### src/pkg/efp_pkg.sv
// Constants and types for the event flag and packet option register bank.
// Assumes one clock domain and a byte-wide register command port.
// Behaviour
// - Three byte flag registers, one bit per event
// - Event line: flag and mask, legacy mask zero
// - Flag reads leave every bit unchanged
// - Flag write stores current AND written value
// - Writes never set; some flags clear internally
// - Transmit done after send with no ack request, or after acknowledgement
// - Receive waiting follows undelivered buffered bytes
// - Plaintext flag on accepted unencrypted packet
// - Sequence decrease flag on lower sequence
// - Sequence gap flag when jump exceeds one
// - Join started flag when join begins
// - Low byte holds eight error events
// - Reserved flag bits never set
// - Packet options at two addresses, bits 7:4 zero
// - Implicit mode: four triggers launch packet
// - Explicit mode: only command or line low
// - Packet length snapshot at trigger instant
// - Explicit mode bit change flushes buffer
// - Line fall acts as send command
// - Explicit receive waits for fetch command
// - Implicit receive streams paced by hold setting
// - Status option selects clear-to-send use
// - Mask registers at 0xD0 to 0xD2
// - Plaintext packet dropped when not accepted
package efp_pkg;
    // ========================================================
    // Register map
    localparam logic [7:0] ADDR_FLAG_HIGH  = 8'hCD;
    localparam logic [7:0] ADDR_FLAG_MID   = 8'hCE;
    localparam logic [7:0] ADDR_FLAG_LOW   = 8'hCF;
    localparam logic [7:0] ADDR_MASK_HIGH  = 8'hD0;
    localparam logic [7:0] ADDR_MASK_MID   = 8'hD1;
    localparam logic [7:0] ADDR_MASK_LOW   = 8'hD2;
    localparam logic [7:0] ADDR_OPT_VOL    = 8'hD3;
    localparam logic [7:0] ADDR_OPT_NV     = 8'h83;
    // ========================================================
    // Field layout and reset values
    localparam logic [7:0] FLAG_MID_USED   = 8'h3F;
    localparam logic [7:0] OPT_USED        = 8'h0F;
    localparam logic [7:0] FLAG_RESET      = 8'h00;
    localparam logic [7:0] MASK_RESET      = 8'h00;
    localparam logic [7:0] OPT_RESET       = 8'h00;
    localparam logic [7:0] READ_UNMAPPED   = 8'h00;
    localparam int         MID_TXDONE      = 0;
    localparam int         MID_RXWAIT      = 1;
    localparam int         MID_PLAIN       = 2;
    localparam int         MID_SEQDEC      = 3;
    localparam int         MID_SEQGAP      = 4;
    localparam int         MID_JOIN        = 5;
    localparam int         OPT_TX_EXPL     = 0;
    localparam int         OPT_TX_LOW      = 1;
    localparam int         OPT_RX_EXPL     = 2;
    localparam int         OPT_CTS_STAT    = 3;
    localparam int         SEQ_W           = 16;
    localparam int         LEN_W           = 8;
    localparam logic [SEQ_W-1:0] SEQ_ONE   = 16'h0001;
    // ========================================================
    // Low byte error events, bit 7 first
    typedef struct packed {
        logic unsupported_frame_flag;
        logic ack_sequence_mismatch_flag;
        logic header_checksum_error_flag;
        logic payload_checksum_error_flag;
        logic missing_acknowledge_flag;
        logic register_write_failure_flag;
        logic radio_buffer_overflow_flag;
        logic serial_buffer_overflow_flag;
    } efp_err_evt_t;
    // Transmit and join events, one-cycle pulses
    typedef struct packed {
        logic packet_sent;
        logic ack_requested;
        logic ack_received;
        logic join_begin;
    } efp_tx_evt_t;
    // Received packet report, valid for one cycle
    typedef struct packed {
        logic             valid;
        logic             encrypted;
        logic [SEQ_W-1:0] seq;
    } efp_rx_pkt_t;
    // Transmit trigger sources from the data path
    typedef struct packed {
        logic count_reached;
        logic idle_expired;
        logic slot_exceeded;
        logic send_cmd;
    } efp_tx_trig_t;
    // Fetch commands for explicit receive mode
    typedef enum logic [1:0] {
        EFP_FETCH_NONE,
        EFP_FETCH_HEADER,
        EFP_FETCH_PAYLOAD,
        EFP_FETCH_BOTH
    } efp_fetch_t;
endpackage : efp_pkg

### src/core/efp_regbank.sv
// Event flag, event mask and packet option registers with their effects.
// Assumes a frame parser outside that issues single-cycle byte accesses.
`timescale 1ns/1ps
module efp_regbank
    import efp_pkg::*;
(
    input  wire logic               clk,
    input  wire logic               rst,
    input  wire logic               reg_wr,
    input  wire logic               reg_rd,
    input  wire logic [7:0]         reg_addr,
    input  wire logic [7:0]         reg_wdata,
    output logic      [7:0]         reg_rdata,
    output logic                    reg_rvalid,
    input  wire logic [7:0]         legacy_event_mask,
    input  wire logic               accept_plaintext_option,
    input  wire efp_err_evt_t       err_evt,
    input  wire efp_tx_evt_t        tx_evt,
    input  wire efp_rx_pkt_t        rx_pkt,
    input  wire logic               rx_bytes_pending,
    input  wire efp_tx_trig_t       tx_trig,
    input  wire logic               cmd_line_n,
    input  wire logic [LEN_W-1:0]   tx_buffered_len,
    input  wire efp_fetch_t         rx_fetch,
    output logic                    event_line,
    output logic                    tx_launch,
    output logic      [LEN_W-1:0]   tx_packet_len,
    output logic                    tx_flush,
    output logic                    rx_drop,
    output logic                    rx_hold_packets,
    output logic                    rx_stream_paced,
    output efp_fetch_t              rx_deliver,
    output logic                    cts_carries_status,
    output logic                    command_response_line_carries_status
);
    // ========================================================
    // State
    logic [7:0]         flag_mid_ff;
    logic [7:0]         flag_low_ff;
    logic [7:0]         mask_high_ff;
    logic [7:0]         mask_mid_ff;
    logic [7:0]         mask_low_ff;
    logic [7:0]         opt_vol_ff;
    logic [7:0]         opt_nv_ff;
    logic [7:0]         rdata_ff;
    logic               rvalid_ff;
    logic [SEQ_W-1:0]   prev_seq_ff;
    logic               have_prev_ff;
    logic               cmd_prev_n_ff;
    logic               tx_mode_prev_ff;
    logic               launch_ff;
    logic [LEN_W-1:0]   len_ff;
    logic               flush_ff;
    logic               drop_ff;
    efp_fetch_t         deliver_ff;
    logic [7:0]         nxt_flag_mid;
    logic [7:0]         nxt_flag_low;
    logic [7:0]         set_mid;
    logic [7:0]         set_low;
    logic               wr_mid;
    logic               wr_low;
    logic               plain_pkt;
    logic               enc_pkt;
    logic               seq_lower;
    logic               seq_gap;
    logic               line_fall;
    logic               tx_expl;
    logic               trig;

    assign tx_expl   = opt_vol_ff[OPT_TX_EXPL];
    assign wr_mid    = reg_wr && (reg_addr == ADDR_FLAG_MID);
    assign wr_low    = reg_wr && (reg_addr == ADDR_FLAG_LOW);
    assign plain_pkt = rx_pkt.valid && !rx_pkt.encrypted;
    assign enc_pkt   = rx_pkt.valid && rx_pkt.encrypted;
    assign seq_lower = enc_pkt && have_prev_ff
                       && (rx_pkt.seq < prev_seq_ff);
    assign seq_gap   = enc_pkt && have_prev_ff
                       && (rx_pkt.seq > prev_seq_ff + SEQ_ONE)
                       && (prev_seq_ff != {SEQ_W{1'b1}});

    // ========================================================
    // Flag set terms
    always_comb begin
        set_low = err_evt;
        set_mid = 8'h00;
        set_mid[MID_TXDONE] = (tx_evt.packet_sent
                               && !tx_evt.ack_requested)
                              || tx_evt.ack_received;
        set_mid[MID_PLAIN]  = plain_pkt
                              && accept_plaintext_option;
        set_mid[MID_SEQDEC] = seq_lower;
        set_mid[MID_SEQGAP] = seq_gap;
        set_mid[MID_JOIN]   = tx_evt.join_begin;
    end

    // Write ANDs, set ORs afterwards so a same-cycle event survives
    always_comb begin
        nxt_flag_low = (wr_low ? (flag_low_ff & reg_wdata)
                               : flag_low_ff) | set_low;
        nxt_flag_mid = ((wr_mid ? (flag_mid_ff & reg_wdata)
                                : flag_mid_ff) | set_mid)
                       & FLAG_MID_USED;
        nxt_flag_mid[MID_RXWAIT] = rx_bytes_pending;
    end

    // ========================================================
    // Flag registers
    always_ff @(posedge clk or posedge rst) begin
        if (rst) begin
            flag_mid_ff <= FLAG_RESET;
            flag_low_ff <= FLAG_RESET;
        end else begin
            flag_mid_ff <= nxt_flag_mid;
            flag_low_ff <= nxt_flag_low;
        end
    end

    // ========================================================
    // Mask and option registers
    always_ff @(posedge clk or posedge rst) begin
        if (rst) begin
            mask_high_ff <= MASK_RESET;
            mask_mid_ff  <= MASK_RESET;
            mask_low_ff  <= MASK_RESET;
        end else if (reg_wr) begin
            if (reg_addr == ADDR_MASK_HIGH) begin
                mask_high_ff <= reg_wdata;
            end
            if (reg_addr == ADDR_MASK_MID) begin
                mask_mid_ff <= reg_wdata;
            end
            if (reg_addr == ADDR_MASK_LOW) begin
                mask_low_ff <= reg_wdata;
            end
        end
    end

    // Non-volatile copy is only held here; storage lives elsewhere
    always_ff @(posedge clk or posedge rst) begin
        if (rst) begin
            opt_vol_ff <= OPT_RESET;
            opt_nv_ff  <= OPT_RESET;
        end else if (reg_wr) begin
            if (reg_addr == ADDR_OPT_VOL) begin
                opt_vol_ff <= reg_wdata & OPT_USED;
            end
            if (reg_addr == ADDR_OPT_NV) begin
                opt_nv_ff <= reg_wdata & OPT_USED;
            end
        end
    end

    // ========================================================
    // Read port, answer one cycle after the request
    always_ff @(posedge clk or posedge rst) begin
        if (rst) begin
            rdata_ff  <= READ_UNMAPPED;
            rvalid_ff <= 1'b0;
        end else begin
            rvalid_ff <= reg_rd;
            if (reg_rd) begin
                unique case (reg_addr)
                    ADDR_FLAG_HIGH: rdata_ff <= FLAG_RESET;
                    ADDR_FLAG_MID:  rdata_ff <= flag_mid_ff;
                    ADDR_FLAG_LOW:  rdata_ff <= flag_low_ff;
                    ADDR_MASK_HIGH: rdata_ff <= mask_high_ff;
                    ADDR_MASK_MID:  rdata_ff <= mask_mid_ff;
                    ADDR_MASK_LOW:  rdata_ff <= mask_low_ff;
                    ADDR_OPT_VOL:   rdata_ff <= opt_vol_ff;
                    ADDR_OPT_NV:    rdata_ff <= opt_nv_ff;
                    default:        rdata_ff <= READ_UNMAPPED;
                endcase
            end
        end
    end

    assign reg_rdata  = rdata_ff;
    assign reg_rvalid = rvalid_ff;

    // High flag byte is always zero, so its mask has no effect
    assign event_line = (legacy_event_mask == 8'h00)
                        && (|((flag_mid_ff & mask_mid_ff)
                              | (flag_low_ff & mask_low_ff)));

    // ========================================================
    // Sequence tracking
    always_ff @(posedge clk or posedge rst) begin
        if (rst) begin
            prev_seq_ff  <= {SEQ_W{1'b0}};
            have_prev_ff <= 1'b0;
        end else if (enc_pkt) begin
            prev_seq_ff  <= rx_pkt.seq;
            have_prev_ff <= 1'b1;
        end
    end

    // ========================================================
    // Transmit triggering
    assign line_fall = cmd_prev_n_ff && !cmd_line_n
                       && opt_vol_ff[OPT_TX_LOW];
    assign trig = tx_trig.send_cmd || line_fall
                  || (!tx_expl && (tx_trig.count_reached
                                   || tx_trig.idle_expired
                                   || tx_trig.slot_exceeded));

    always_ff @(posedge clk or posedge rst) begin
        if (rst) begin
            cmd_prev_n_ff <= 1'b1;
            launch_ff     <= 1'b0;
            len_ff        <= {LEN_W{1'b0}};
        end else begin
            cmd_prev_n_ff <= cmd_line_n;
            launch_ff     <= trig && !tx_flush;
            if (trig) begin
                len_ff <= tx_buffered_len;
            end
        end
    end

    // Flush also suppresses the launch for a trigger in the same cycle
    always_ff @(posedge clk or posedge rst) begin
        if (rst) begin
            tx_mode_prev_ff <= 1'b0;
            flush_ff        <= 1'b0;
        end else begin
            tx_mode_prev_ff <= tx_expl;
            flush_ff        <= tx_expl != tx_mode_prev_ff;
        end
    end

    assign tx_launch     = launch_ff;
    assign tx_packet_len = len_ff;
    assign tx_flush      = flush_ff;

    // ========================================================
    // Receive delivery
    always_ff @(posedge clk or posedge rst) begin
        if (rst) begin
            drop_ff    <= 1'b0;
            deliver_ff <= EFP_FETCH_NONE;
        end else begin
            drop_ff    <= plain_pkt && !accept_plaintext_option;
            deliver_ff <= opt_vol_ff[OPT_RX_EXPL] ? rx_fetch
                                                  : EFP_FETCH_NONE;
        end
    end

    assign rx_drop              = drop_ff;
    assign rx_deliver           = deliver_ff;
    assign rx_hold_packets      = opt_vol_ff[OPT_RX_EXPL];
    assign rx_stream_paced      = !opt_vol_ff[OPT_RX_EXPL];
    assign cts_carries_status   = opt_vol_ff[OPT_CTS_STAT];
    assign command_response_line_carries_status = !opt_vol_ff[OPT_CTS_STAT];
endmodule : efp_regbank

### config.mk
export PLATFORM = sky130hd
export DESIGN_NAME = efp_regbank
export DESIGN_NICKNAME = d
export VERILOG_FILES = /design/src/pkg/efp_pkg.sv /design/src/core/efp_regbank.sv
export SDC_FILE = /design/constraint.sdc
export NUM_CORES = 1
export LEC_CHECK = 0
export BUFFER_PORTS_ARGS = -buffer_cell sky130_fd_sc_hd__buf_4
export CELL_PAD_IN_SITES_DETAIL_PLACEMENT = 1
export CELL_PAD_IN_SITES_GLOBAL_PLACEMENT = 1
export CORE_ASPECT_RATIO = 0.7
export CORE_UTILIZATION = 43
export CTS_CLUSTER_SIZE = 40
export DETAILED_ROUTE_END_ITERATION = 7
export PLACE_DENSITY_LB_ADDON = 0.1
export SLEW_MARGIN = 40
export SYNTH_ARGS = -nofsm -noshare
export SYNTH_HDL_FRONTEND = slang
export SYNTH_SLANG_ARGS = --single-unit
export TNS_END_PERCENT = 100
### constraint.sdc
create_clock -name clk -period 4 [get_ports clk]
set_input_delay 0.8 -clock clk [delete_from_list [all_inputs] [get_ports clk]]
set_output_delay 0.8 -clock clk [all_outputs]
set_load 0.1 [all_outputs]
* Word level (Yosys, flattened, before mapping) *
Cells that the tools add are included.

cells by class
  add/sub/neg operators = 1
  $lt $le $gt $ge = 2
  equal/unequal tests = 9
  multiplexer cells = 4
  bitwise logic cells = 7
  reductions and logical operators = 36

operators with widths
  operator                                        count
  equality test 8 bit (second input constant)     7
  case mux 8 bit (7 select lines)                 1
  adder 16 x 1 -> 16 bit (second input constant)  1
  bitwise AND 8 bit                               2
  greater-than comparator 16 bit                  1
  logical AND 1 bit                               16
  < comparator 16 bit                             1
  != test 16 bit (second input constant)          1
  bitwise OR 8 bit                                2
  AND reduction 2 bit                             5
  bitwise AND 6 x 8 -> 8 bit                      1
  logical NOT 1 bit                               8
  logical NOT 8 bit                               1
  2-to-1 mux 8 bit                                1
  OR reduction 8 bit                              1
  bitwise AND 6 bit                               1
  2-to-1 mux 6 bit                                1
  bitwise OR 6 bit                                1
  logical OR 1 bit                                5
  2-to-1 mux 2 bit                                1
  != test 1 bit                                   1

storage, ports and cells
  flip-flop bits (word level) = 87
  bits of input ports = 75
  output and inout bits = 27

* Longest topological paths before layout *
Gate-level depths: netlist of the first run.

  depth in word-level cells = 6
  mapped depth = 11

* Worst setup path after synthesis of the first run *
Ideal clock, no wire load.

  kind = input-to-output
  from = in legacy_event_mask[0]
  to = out event_line
  arrival = 2660 ps
  data required time = 3200 ps
  setup slack = 540 ps
  cell stages on the path = 3
  buffers on the path = 0
  cell sequence = nor4_1 -> nand2_1 -> a31oi_1

on the way
  word-level cells in the longest chain between the ends = 2

RTL lines
  element            RTL line            text
  from (decl)        efp_regbank.sv:15   input wire logic [7:0] legacy_event_mask,
  logical NOT 8 bit  efp_regbank.sv:181  assign event_line = (legacy_event_mask == 8'h00)
  logical AND 1 bit  efp_regbank.sv:182  && (|((flag_mid_ff & mask_mid_ff)
  to (decl)          efp_regbank.sv:25   output logic event_line,

No other way between the ends.

* Final worst setup path of the first run *
  from = reg prev_seq_ff[7]
  to = reg flag_mid_ff[4]

on the way
  word-level cells in the longest chain between the ends = 5

RTL lines
  element                         RTL line            text
  from (decl)                     efp_regbank.sv:47   logic [SEQ_W-1:0] prev_seq_ff;
  from (signal assigned)          efp_regbank.sv:189  prev_seq_ff <= {SEQ_W{1'b0}};
  from (signal assigned)          efp_regbank.sv:192  prev_seq_ff <= rx_pkt.seq;
  adder 16 x 1 -> 16 bit          efp_regbank.sv:78   && (rx_pkt.seq > prev_seq_ff + SEQ_ONE)
  greater-than comparator 16 bit  efp_regbank.sv:78
  logical AND 1 bit               efp_regbank.sv:78
  logical AND 1 bit *             efp_regbank.sv:79   && (prev_seq_ff != {SEQ_W{1'b1}});
  bitwise OR 6 bit *              efp_regbank.sv:101  : flag_mid_ff) | set_mid)
  via nxt_flag_mid[4]             efp_regbank.sv:56   logic [7:0] nxt_flag_mid;
  to (signal assigned)            efp_regbank.sv:113  flag_mid_ff <= nxt_flag_mid;
  to (decl)                       efp_regbank.sv:38   logic [7:0] flag_mid_ff;

Mark *: on every way through the listed nets, which the timed path passes. The rest lies on a longest branch.
A chain may end at the register's enable or synchronous reset.

==> results.py, run 1 <==
metrics = {
    "floorplanning": {
        "dieWidth_um": 127,
        "fp.dieArea_mm2": 0.0114,
        "io_pins": 102,
        "core_area_mm2": 0.0105,
        "num_rows": 31,
        "start_util_pct": 45.0,
        "dieHeight_um": 89.8,
    },
    "sta": {
        "finalCriticalPeriod_ns": 2.77,
        "hold_ws_ns": 0.442,
        "finalSetupViolCount": 0,
        "grt_setup_unrepaired": "false",
        "tns_ns": 0,
        "fmax_mhz": 361,
        "fin_skew_ns": 0.00656,
        "drv_slew": 0,
        "worstMarginPinSlew_ns": 0.725,
        "setup_ws_ns": 1.23,
        "slew_headroom_pct": 51.3,
        "hold_viol": 0,
        "fin_crit_sh_pct": 69.3,
    },
    "grt": {
        "first_global_vias": 3934,
        "grt_max_degree": 52,
        "grt_pass1_wl_um": 21300,
        "grt_use_total_pct": 24.5,
        "overflow": 0,
        "antenna_found_initial": 0,
    },
    "clocking": {
        "clk_latency_ns": 0.34,
        "cts.sinks": 87,
        "ctsResizeCount": 0,
        "postCtsSetupBuffers": 0,
        "clock_path_buffers": 2,
        "cts_buffers": 9,
        "hold_buffers": 0,
        "clock_tree.root_cell": "clkbuf_16",
        "h-tree-depth": 3,
        "cts_tree": "yes",
        "path_clk_slew_ns": 0.06,
    },
    "worst_setup_path": {
        "startpoint_type": "flip-flop",
        "worstPathRequired_ns": 4.26,
        "reg2reg_setup_slack_ns": 1.23,
        "worstReg2RegStart": "prev_seq_ff[7]",
        "startpoint": "prev_seq_ff[7]",
        "crit_arrival_ns": 3.03,
        "path_max_fanout": 5,
        "cp-end-kind": "flip-flop",
        "critPathKind": "reg2reg",
    },
    "placed_design": {
        "dp_hpwl_um": 10000,
        "place_congestion": 0.845,
        "preCtsSetupSlack_ns": 1.28,
        "port_buffers": 101,
        "place_inst": 664,
    },
    "routing": {
        "vias": 3713,
        "drt_iter0_drc": 129,
        "drc_errors": 0,
        "route.final.wire_length_um": 13000,
        "first_pass_iters": 4,
        "detail_route.wl_per_cell_um": 19.2,
        "drtAntennaViolNets": 0,
        "via_per_inst": 5.46,
    },
    "synthesis": {
        "synthTopCellsByCount": "dfrtp_1 (86), mux2_2 (52), ha_1 (33)",
        "syn_nets": 529,
        "syn_area_per_cell_um2": 11.2,
        "synth-async-reset-ratio_pct": 100,
        "ys.warnings.count": 0,
        "yosys_most_used_dff": "dfrtp_1",
        "syn_area_mm2": 0.00473,
        "ys_seq_elements": 87,
        "syn-instance-count": 421,
        "yosysSeqAreaShare_pct": 46.0,
        "synth.top_cell.area_share_pct": 45.5,
        "ys_types": 53,
        "synth_top_cell_by_area": "dfrtp_1",
        "synth_edf_count": 0,
        "yosysMostFrequentCell": "dfrtp_1",
        "synth.area.top_cells": "dfrtp_1 (45%), mux2_2 (12%), ha_1 (8.7%)",
    },
    "worst_hold_path": {
        "hp-class": "reg2reg",
        "hp-start": "tx_flush",
    },
    "cells_and_area": {
        "syn2layout_area_growth_pct": 26.2,
        "stdcell_count": 680,
        "fin_util_pct": 56.8,
        "drive_gt1_share_pct": 33.3,
        "nets": 635,
        "antennaDiodeCount": 0,
    },
    "power": {
        "p_per_area_mw_per_mm2": 391,
        "p_leak_nw": 2.76,
        "peakVddDrop_v": 0.000235,
    },
    "run": {
        "max_cap_viol_count": 0,
    },
    "outcome": {
        "status": "finished, final reports clean",
    },
}
registers in the layout, summed over array words and instances (netlist names), 6 cells and up:
| name | flops |
|---|---|
| tx_packet_len | 8 |
| reg_rdata | 8 |
| mask_high_ff | 8 |
| mask_low_ff | 8 |
| flag_low_ff | 8 |
| mask_mid_ff | 8 |
| prev_seq_ff | 16 |
| flag_mid_ff | 6 |
kinds of logic after synthesis:
kind of cell / count (synthesis) / synth area share [%]
AND/OR/NAND/NOR: 100 / 11.9
flip-flops: 87 / 46.0
AO/OA/AOI/OAI: 78 / 11.0
multiplexers: 68 / 16.2
buffers and inverters: 40 / 3.33
adder cells (fa/ha/maj): 33 / 8.72
XOR/XNOR: 15 / 2.78
area by class of cell:
class,count,area (um^2)
Fill cell,1127,4540
Multi-Input combinational cell,294,2400
Sequential cell,87,2180
Timing Repair Buffer,104,781
Clock buffer,12,236
Tap cell,148,185
Inverter,31,121
Clock inverter,4,70.1
critical path, stage by stage, from the launching register on:
cell	delay, ns
dfrtp_1	0.45
and4_1	0.31
nand4_1	0.14
nor2_1	0.34
nand3_1	0.16
xnor2_1	0.15
ha_1	0.32
nand4_1	0.17
a2111oi_0	0.42
nor3_1	0.09
o21ai_0	0.15
placed cells by master, fill, tap and decap left out, drive strengths merged, types with 6 or more instances in the layout:
master  count
nand4       8
clkbuf     12
ha         33
dfrtp      86
nor2b       6
buf       104
xnor2      14
nor3        6
o21ai      26
mux2i      10
mux2       57
a21oi      12
nor2        9
nand2b     10
nand3      13
nand2      23
a22oi       7
inv        30
path summary, 6_finish.rpt:
check	to	depth (start not counted)
max in group asynchronous	prev_seq_ff[2]	3
max	flag_mid_ff[4]	10
max reg2reg	flag_mid_ff[4]	10
min reg2reg	tx_launch	1
min in group asynchronous	reg_rdata[5]	2
min	tx_launch	1
stage by stage:
step	cell area [um^2]	power, mW
floorplan	4730	1.29
global placement	5660	1.45
detailed placement	5660	1.47
CTS	5970	2.36
global route	5970	2.45
finish	5970	2.33
per-layer routing:
metal	track usage, %	share of wire, %	vias to the layer above	wire [um]
met2	36.2	42	133	5480
met5	0	0	-	0
met3	7.26	7.3	13	957
met4	6.35	1.5	0	196
li1	-	-	1752	-
met1	34.8	49	1815	6400
report_power, final:
part / internal, mW / total (mW) / switching (mW)
clock: 0.546 / 0.876 / 0.330
combinational: 0.199 / 0.476 / 0.277
sequential: 0.931 / 0.980 / 0.0492
Note: power is estimated with default switching activity, not from simulation.
==> inputs of run 2 (changes only) <==
--- a/config.mk
+++ b/config.mk
@@ -5,11 +5,12 @@
 export SDC_FILE = /design/constraint.sdc
 export NUM_CORES = 1
 export LEC_CHECK = 0
+export ABC_AREA = 1
 export BUFFER_PORTS_ARGS = -buffer_cell sky130_fd_sc_hd__buf_4
 export CELL_PAD_IN_SITES_DETAIL_PLACEMENT = 1
 export CELL_PAD_IN_SITES_GLOBAL_PLACEMENT = 1
 export CORE_ASPECT_RATIO = 0.7
-export CORE_UTILIZATION = 43
+export CORE_UTILIZATION = 41
 export CTS_CLUSTER_SIZE = 40
 export DETAILED_ROUTE_END_ITERATION = 7
 export PLACE_DENSITY_LB_ADDON = 0.1
==> constraint.sdc (replaced) <==
create_clock -name clk -period 2.6 [get_ports clk]
set_input_delay 0.52 -clock clk [delete_from_list [all_inputs] [get_ports clk]]
set_output_delay 0.52 -clock clk [all_outputs]
set_load 0.1 [all_outputs]
==> results.py, run 2 <==
metrics = {
    "floorplanning": {
        "num_rows": 33,
        "core_area_mm2": 0.0119,
        "dieHeight_um": 95.5,
        "io_pins": 102,
        "dieWidth_um": 136,
        "fp.dieArea_mm2": 0.0129,
        "start_util_pct": 42.9,
    },
    "synthesis": {
        "yosysMostFrequentCell": "nand2_1",
        "synthAdderAreaFrac_pct": 8.07,
        "synth_top_family_by_area": "simple AND/OR/NAND/NOR gates",
        "ys_types": 37,
        "synth_mux_area_share_pct": 0.881,
        "synth-async-reset-ratio_pct": 100,
        "yosysSeqAreaShare_pct": 42.6,
        "syn_area_mm2": 0.00511,
        "synth.area.top_cells": "dfrtp_1 (42%), nand2_1 (14%), ha_1 (8.1%)",
        "ys.warnings.count": 0,
        "synthTopCellsByCount": "nand2_1 (194), dfrtp_1 (86), inv_1 (73)",
        "synth_top_cell_by_area": "dfrtp_1",
        "synth.top_cell.area_share_pct": 42.1,
        "synth_compound_area_share_pct": 10.7,
        "syn_area_per_cell_um2": 8.09,
        "synth_xor_area_share_pct": 1.88,
        "ys_seq_elements": 87,
        "syn_nets": 740,
        "yosys_most_used_dff": "dfrtp_1",
        "synth_edf_count": 0,
        "synthSimpleGateAreaFrac_pct": 28.6,
        "syn-instance-count": 632,
    },
    "sta": {
        "finalCriticalPeriod_ns": 2.39,
        "fin_skew_ns": 0.00807,
        "worstMarginPinSlew_ns": 0.665,
        "tns_ns": 0,
        "fin_crit_sh_pct": 91.9,
        "drv_slew": 0,
        "fmax_mhz": 418,
        "slew_headroom_pct": 55.6,
        "finalSetupViolCount": 0,
        "hold_viol": 0,
        "grt_setup_unrepaired": "false",
        "setup_ws_ns": 0.210,
    },
    "routing": {
        "first_pass_iters": 4,
        "route.final.wire_length_um": 14900,
        "detail_route.wl_per_cell_um": 16.6,
        "drtAntennaViolNets": 0,
        "drc_errors": 0,
        "via_per_inst": 5.10,
        "vias": 4603,
        "drt_iter0_drc": 170,
    },
    "clocking": {
        "cts_buffers": 9,
        "ctsResizeCount": 0,
        "clock_path_buffers": 2,
        "cts_tree": "yes",
        "path_clk_slew_ns": 0.06,
        "hold_buffers": 0,
        "clock_tree.root_cell": "clkbuf_16",
        "cts.sinks": 87,
        "postCtsSetupBuffers": 0,
        "clk_latency_ns": 0.35,
        "h-tree-depth": 3,
    },
    "worst_setup_path": {
        "startpoint_type": "flip-flop",
        "crit_arrival_ns": 2.62,
        "worstRegToRegCells": 13,
        "path_max_fanout": 5,
        "critPathKind": "reg2reg",
        "worstReg2RegStart": "prev_seq_ff[0]",
        "path_cells": "nand3_1, nor3_4, nand3_1, o21ai_0, o21ai_0, ha_1, nand2_1, nor2_1, nand2_1, o21bai_1, nor2_1, nand2_1, nand2_1",
        "cp_slowest_cell": "dfrtp_1",
        "crit_top_cell": "nand2_1",
        "path_buf_inv": 0,
        "startpoint": "prev_seq_ff[0]",
        "crit_family": "simple AND/OR/NAND/NOR gates",
        "worstPathRequired_ns": 2.83,
        "r2r-end": "flag_mid_ff[4]",
        "cp-end-kind": "flip-flop",
        "critPathMaxStageDelay_ns": 0.41,
        "reg2reg_setup_slack_ns": 0.21,
    },
    "power": {
        "p_per_area_mw_per_mm2": 611,
        "switchingPower_mw": 1.23,
        "p_clk_share_pct": 39.3,
        "p_leak_nw": 3.33,
        "peakVddDrop_v": 0.000347,
        "internal_power_mw": 2.70,
        "seqPwrFrac_pct": 38.6,
        "pwr-share-comb_pct": 22.1,
        "swShare_pct": 31.2,
    },
    "cells_and_area": {
        "antennaDiodeCount": 0,
        "fill_cells": 1449,
        "layout_common_cells": "nand2_1 (194), buf_4 (105), dfrtp_1 (86), inv_1 (72), o21ai_0 (58)",
        "regMostFlops": "prev_seq_ff",
        "largest_register_ff_count": 16,
        "syn2layout_area_growth_pct": 25.7,
        "nets": 848,
        "final_common_cell": "nand2_1",
        "drive_gt1_share_pct": 23.5,
    },
    "grt": {
        "grt_pass1_wl_um": 24200,
        "overflow": 0,
        "grt_max_degree": 33,
        "first_global_vias": 4726,
        "grt_use_total_pct": 24.7,
        "antenna_found_initial": 0,
    },
    "placed_design": {
        "place_congestion": 0.893,
        "port_buffers": 101,
        "dp_hpwl_um": 11500,
        "preCtsSetupSlack_ns": 0.166,
    },
    "worst_hold_path": {
        "hp-class": "in2async",
    },
    "run": {
        "max_cap_viol_count": 0,
    },
    "outcome": {
        "status": "finished, final reports clean",
    },
}
[run 2: worst max path at each step]
stage / endpoint / slack [ns] / cells past startpoint
finish: flag_mid_ff[4] / 0.21 / 13
global route: flag_mid_ff[4] / 0.0004 / 14
CTS: flag_mid_ff[4] / 0.13 / 14
detailed placement: flag_mid_ff[4] / 0.17 / 14
global placement: flag_mid_ff[4] / 0.30 / 14
floorplan: event_line / 0.41 / 3
[run 2: worst reg2reg max path: stages (launching register included)]
cell and delay, ns:
dfrtp_1 0.41, nand3_1 0.19, nor3_4 0.24, nand3_1 0.17, o21ai_0 0.21, o21ai_0 0.13, ha_1 0.35, nand2_1 0.06
nor2_1 0.09, nand2_1 0.08, o21bai_1 0.14, nor2_1 0.06, nand2_1 0.07, nand2_1 0.05
[run 2: through the flow]
| step | area [um^2] | hold WS (ns) | std cells | utilization, % | total power [mW] |
|---|---|---|---|---|---|
| 6_report | 6430 | 0.266 | 902 | 53.9 | 3.93 |
| 2_1_floorplan | 5120 | 0.417 | 632 | - | 2.09 |
| 3_5_place_dp | 6070 | 0.420 | 886 | 50.8 | 2.40 |
| 3_3_place_gp | 6070 | 0.416 | 886 | 50.8 | 2.36 |
| 4_1_cts | 6420 | 0.265 | 902 | 53.8 | 3.97 |
| 5_1_grt | 6430 | 0.267 | 902 | 53.9 | 4.11 |
[run 2: cells by family (layout without fill, tap and decap cells)]
family | Yosys count | count (layout)
AND/OR/NAND/NOR | 315 | 315
AO/OA/AOI/OAI | 95 | 95
buffers and inverters | 88 | 201
flip-flops | 87 | 87
adder cells (fa/ha/maj) | 33 | 33
XOR/XNOR | 11 | 11
multiplexers | 3 | 3
[run 2: layer usage]
| metal | share of wire (%) | GRT usage, % |
|---|---|---|
| met3 | 4.9 | 4.36 |
| met2 | 45 | 40.0 |
| met4 | 0.96 | 7.40 |
| met1 | 49 | 33.8 |
| met5 | 0 | 0 |
[run 2: final cells by class]
cell class                      instances  area (um^2)  share of cell area (%)
Multi-Input combinational cell        457         2570                    40.1
Sequential cell                        87         2180                    33.9
Timing Repair Buffer                  107          828                    12.9
Inverter                               78          297                    4.61
Clock buffer                           10          239                    3.72
Tap cell                              157          196                    3.06
Clock inverter                          6          115                    1.79
[run 2: power by group through the flow]
stage | Clock, mW | Sequential (mW) | Combinational (mW)
floorplan | 0 | 1.70 | 0.391
global placement | 0 | 1.53 | 0.826
detailed placement | 0 | 1.54 | 0.865
CTS | 1.58 | 1.51 | 0.874
global route | 1.63 | 1.53 | 0.956
finish | 1.54 | 1.52 | 0.869
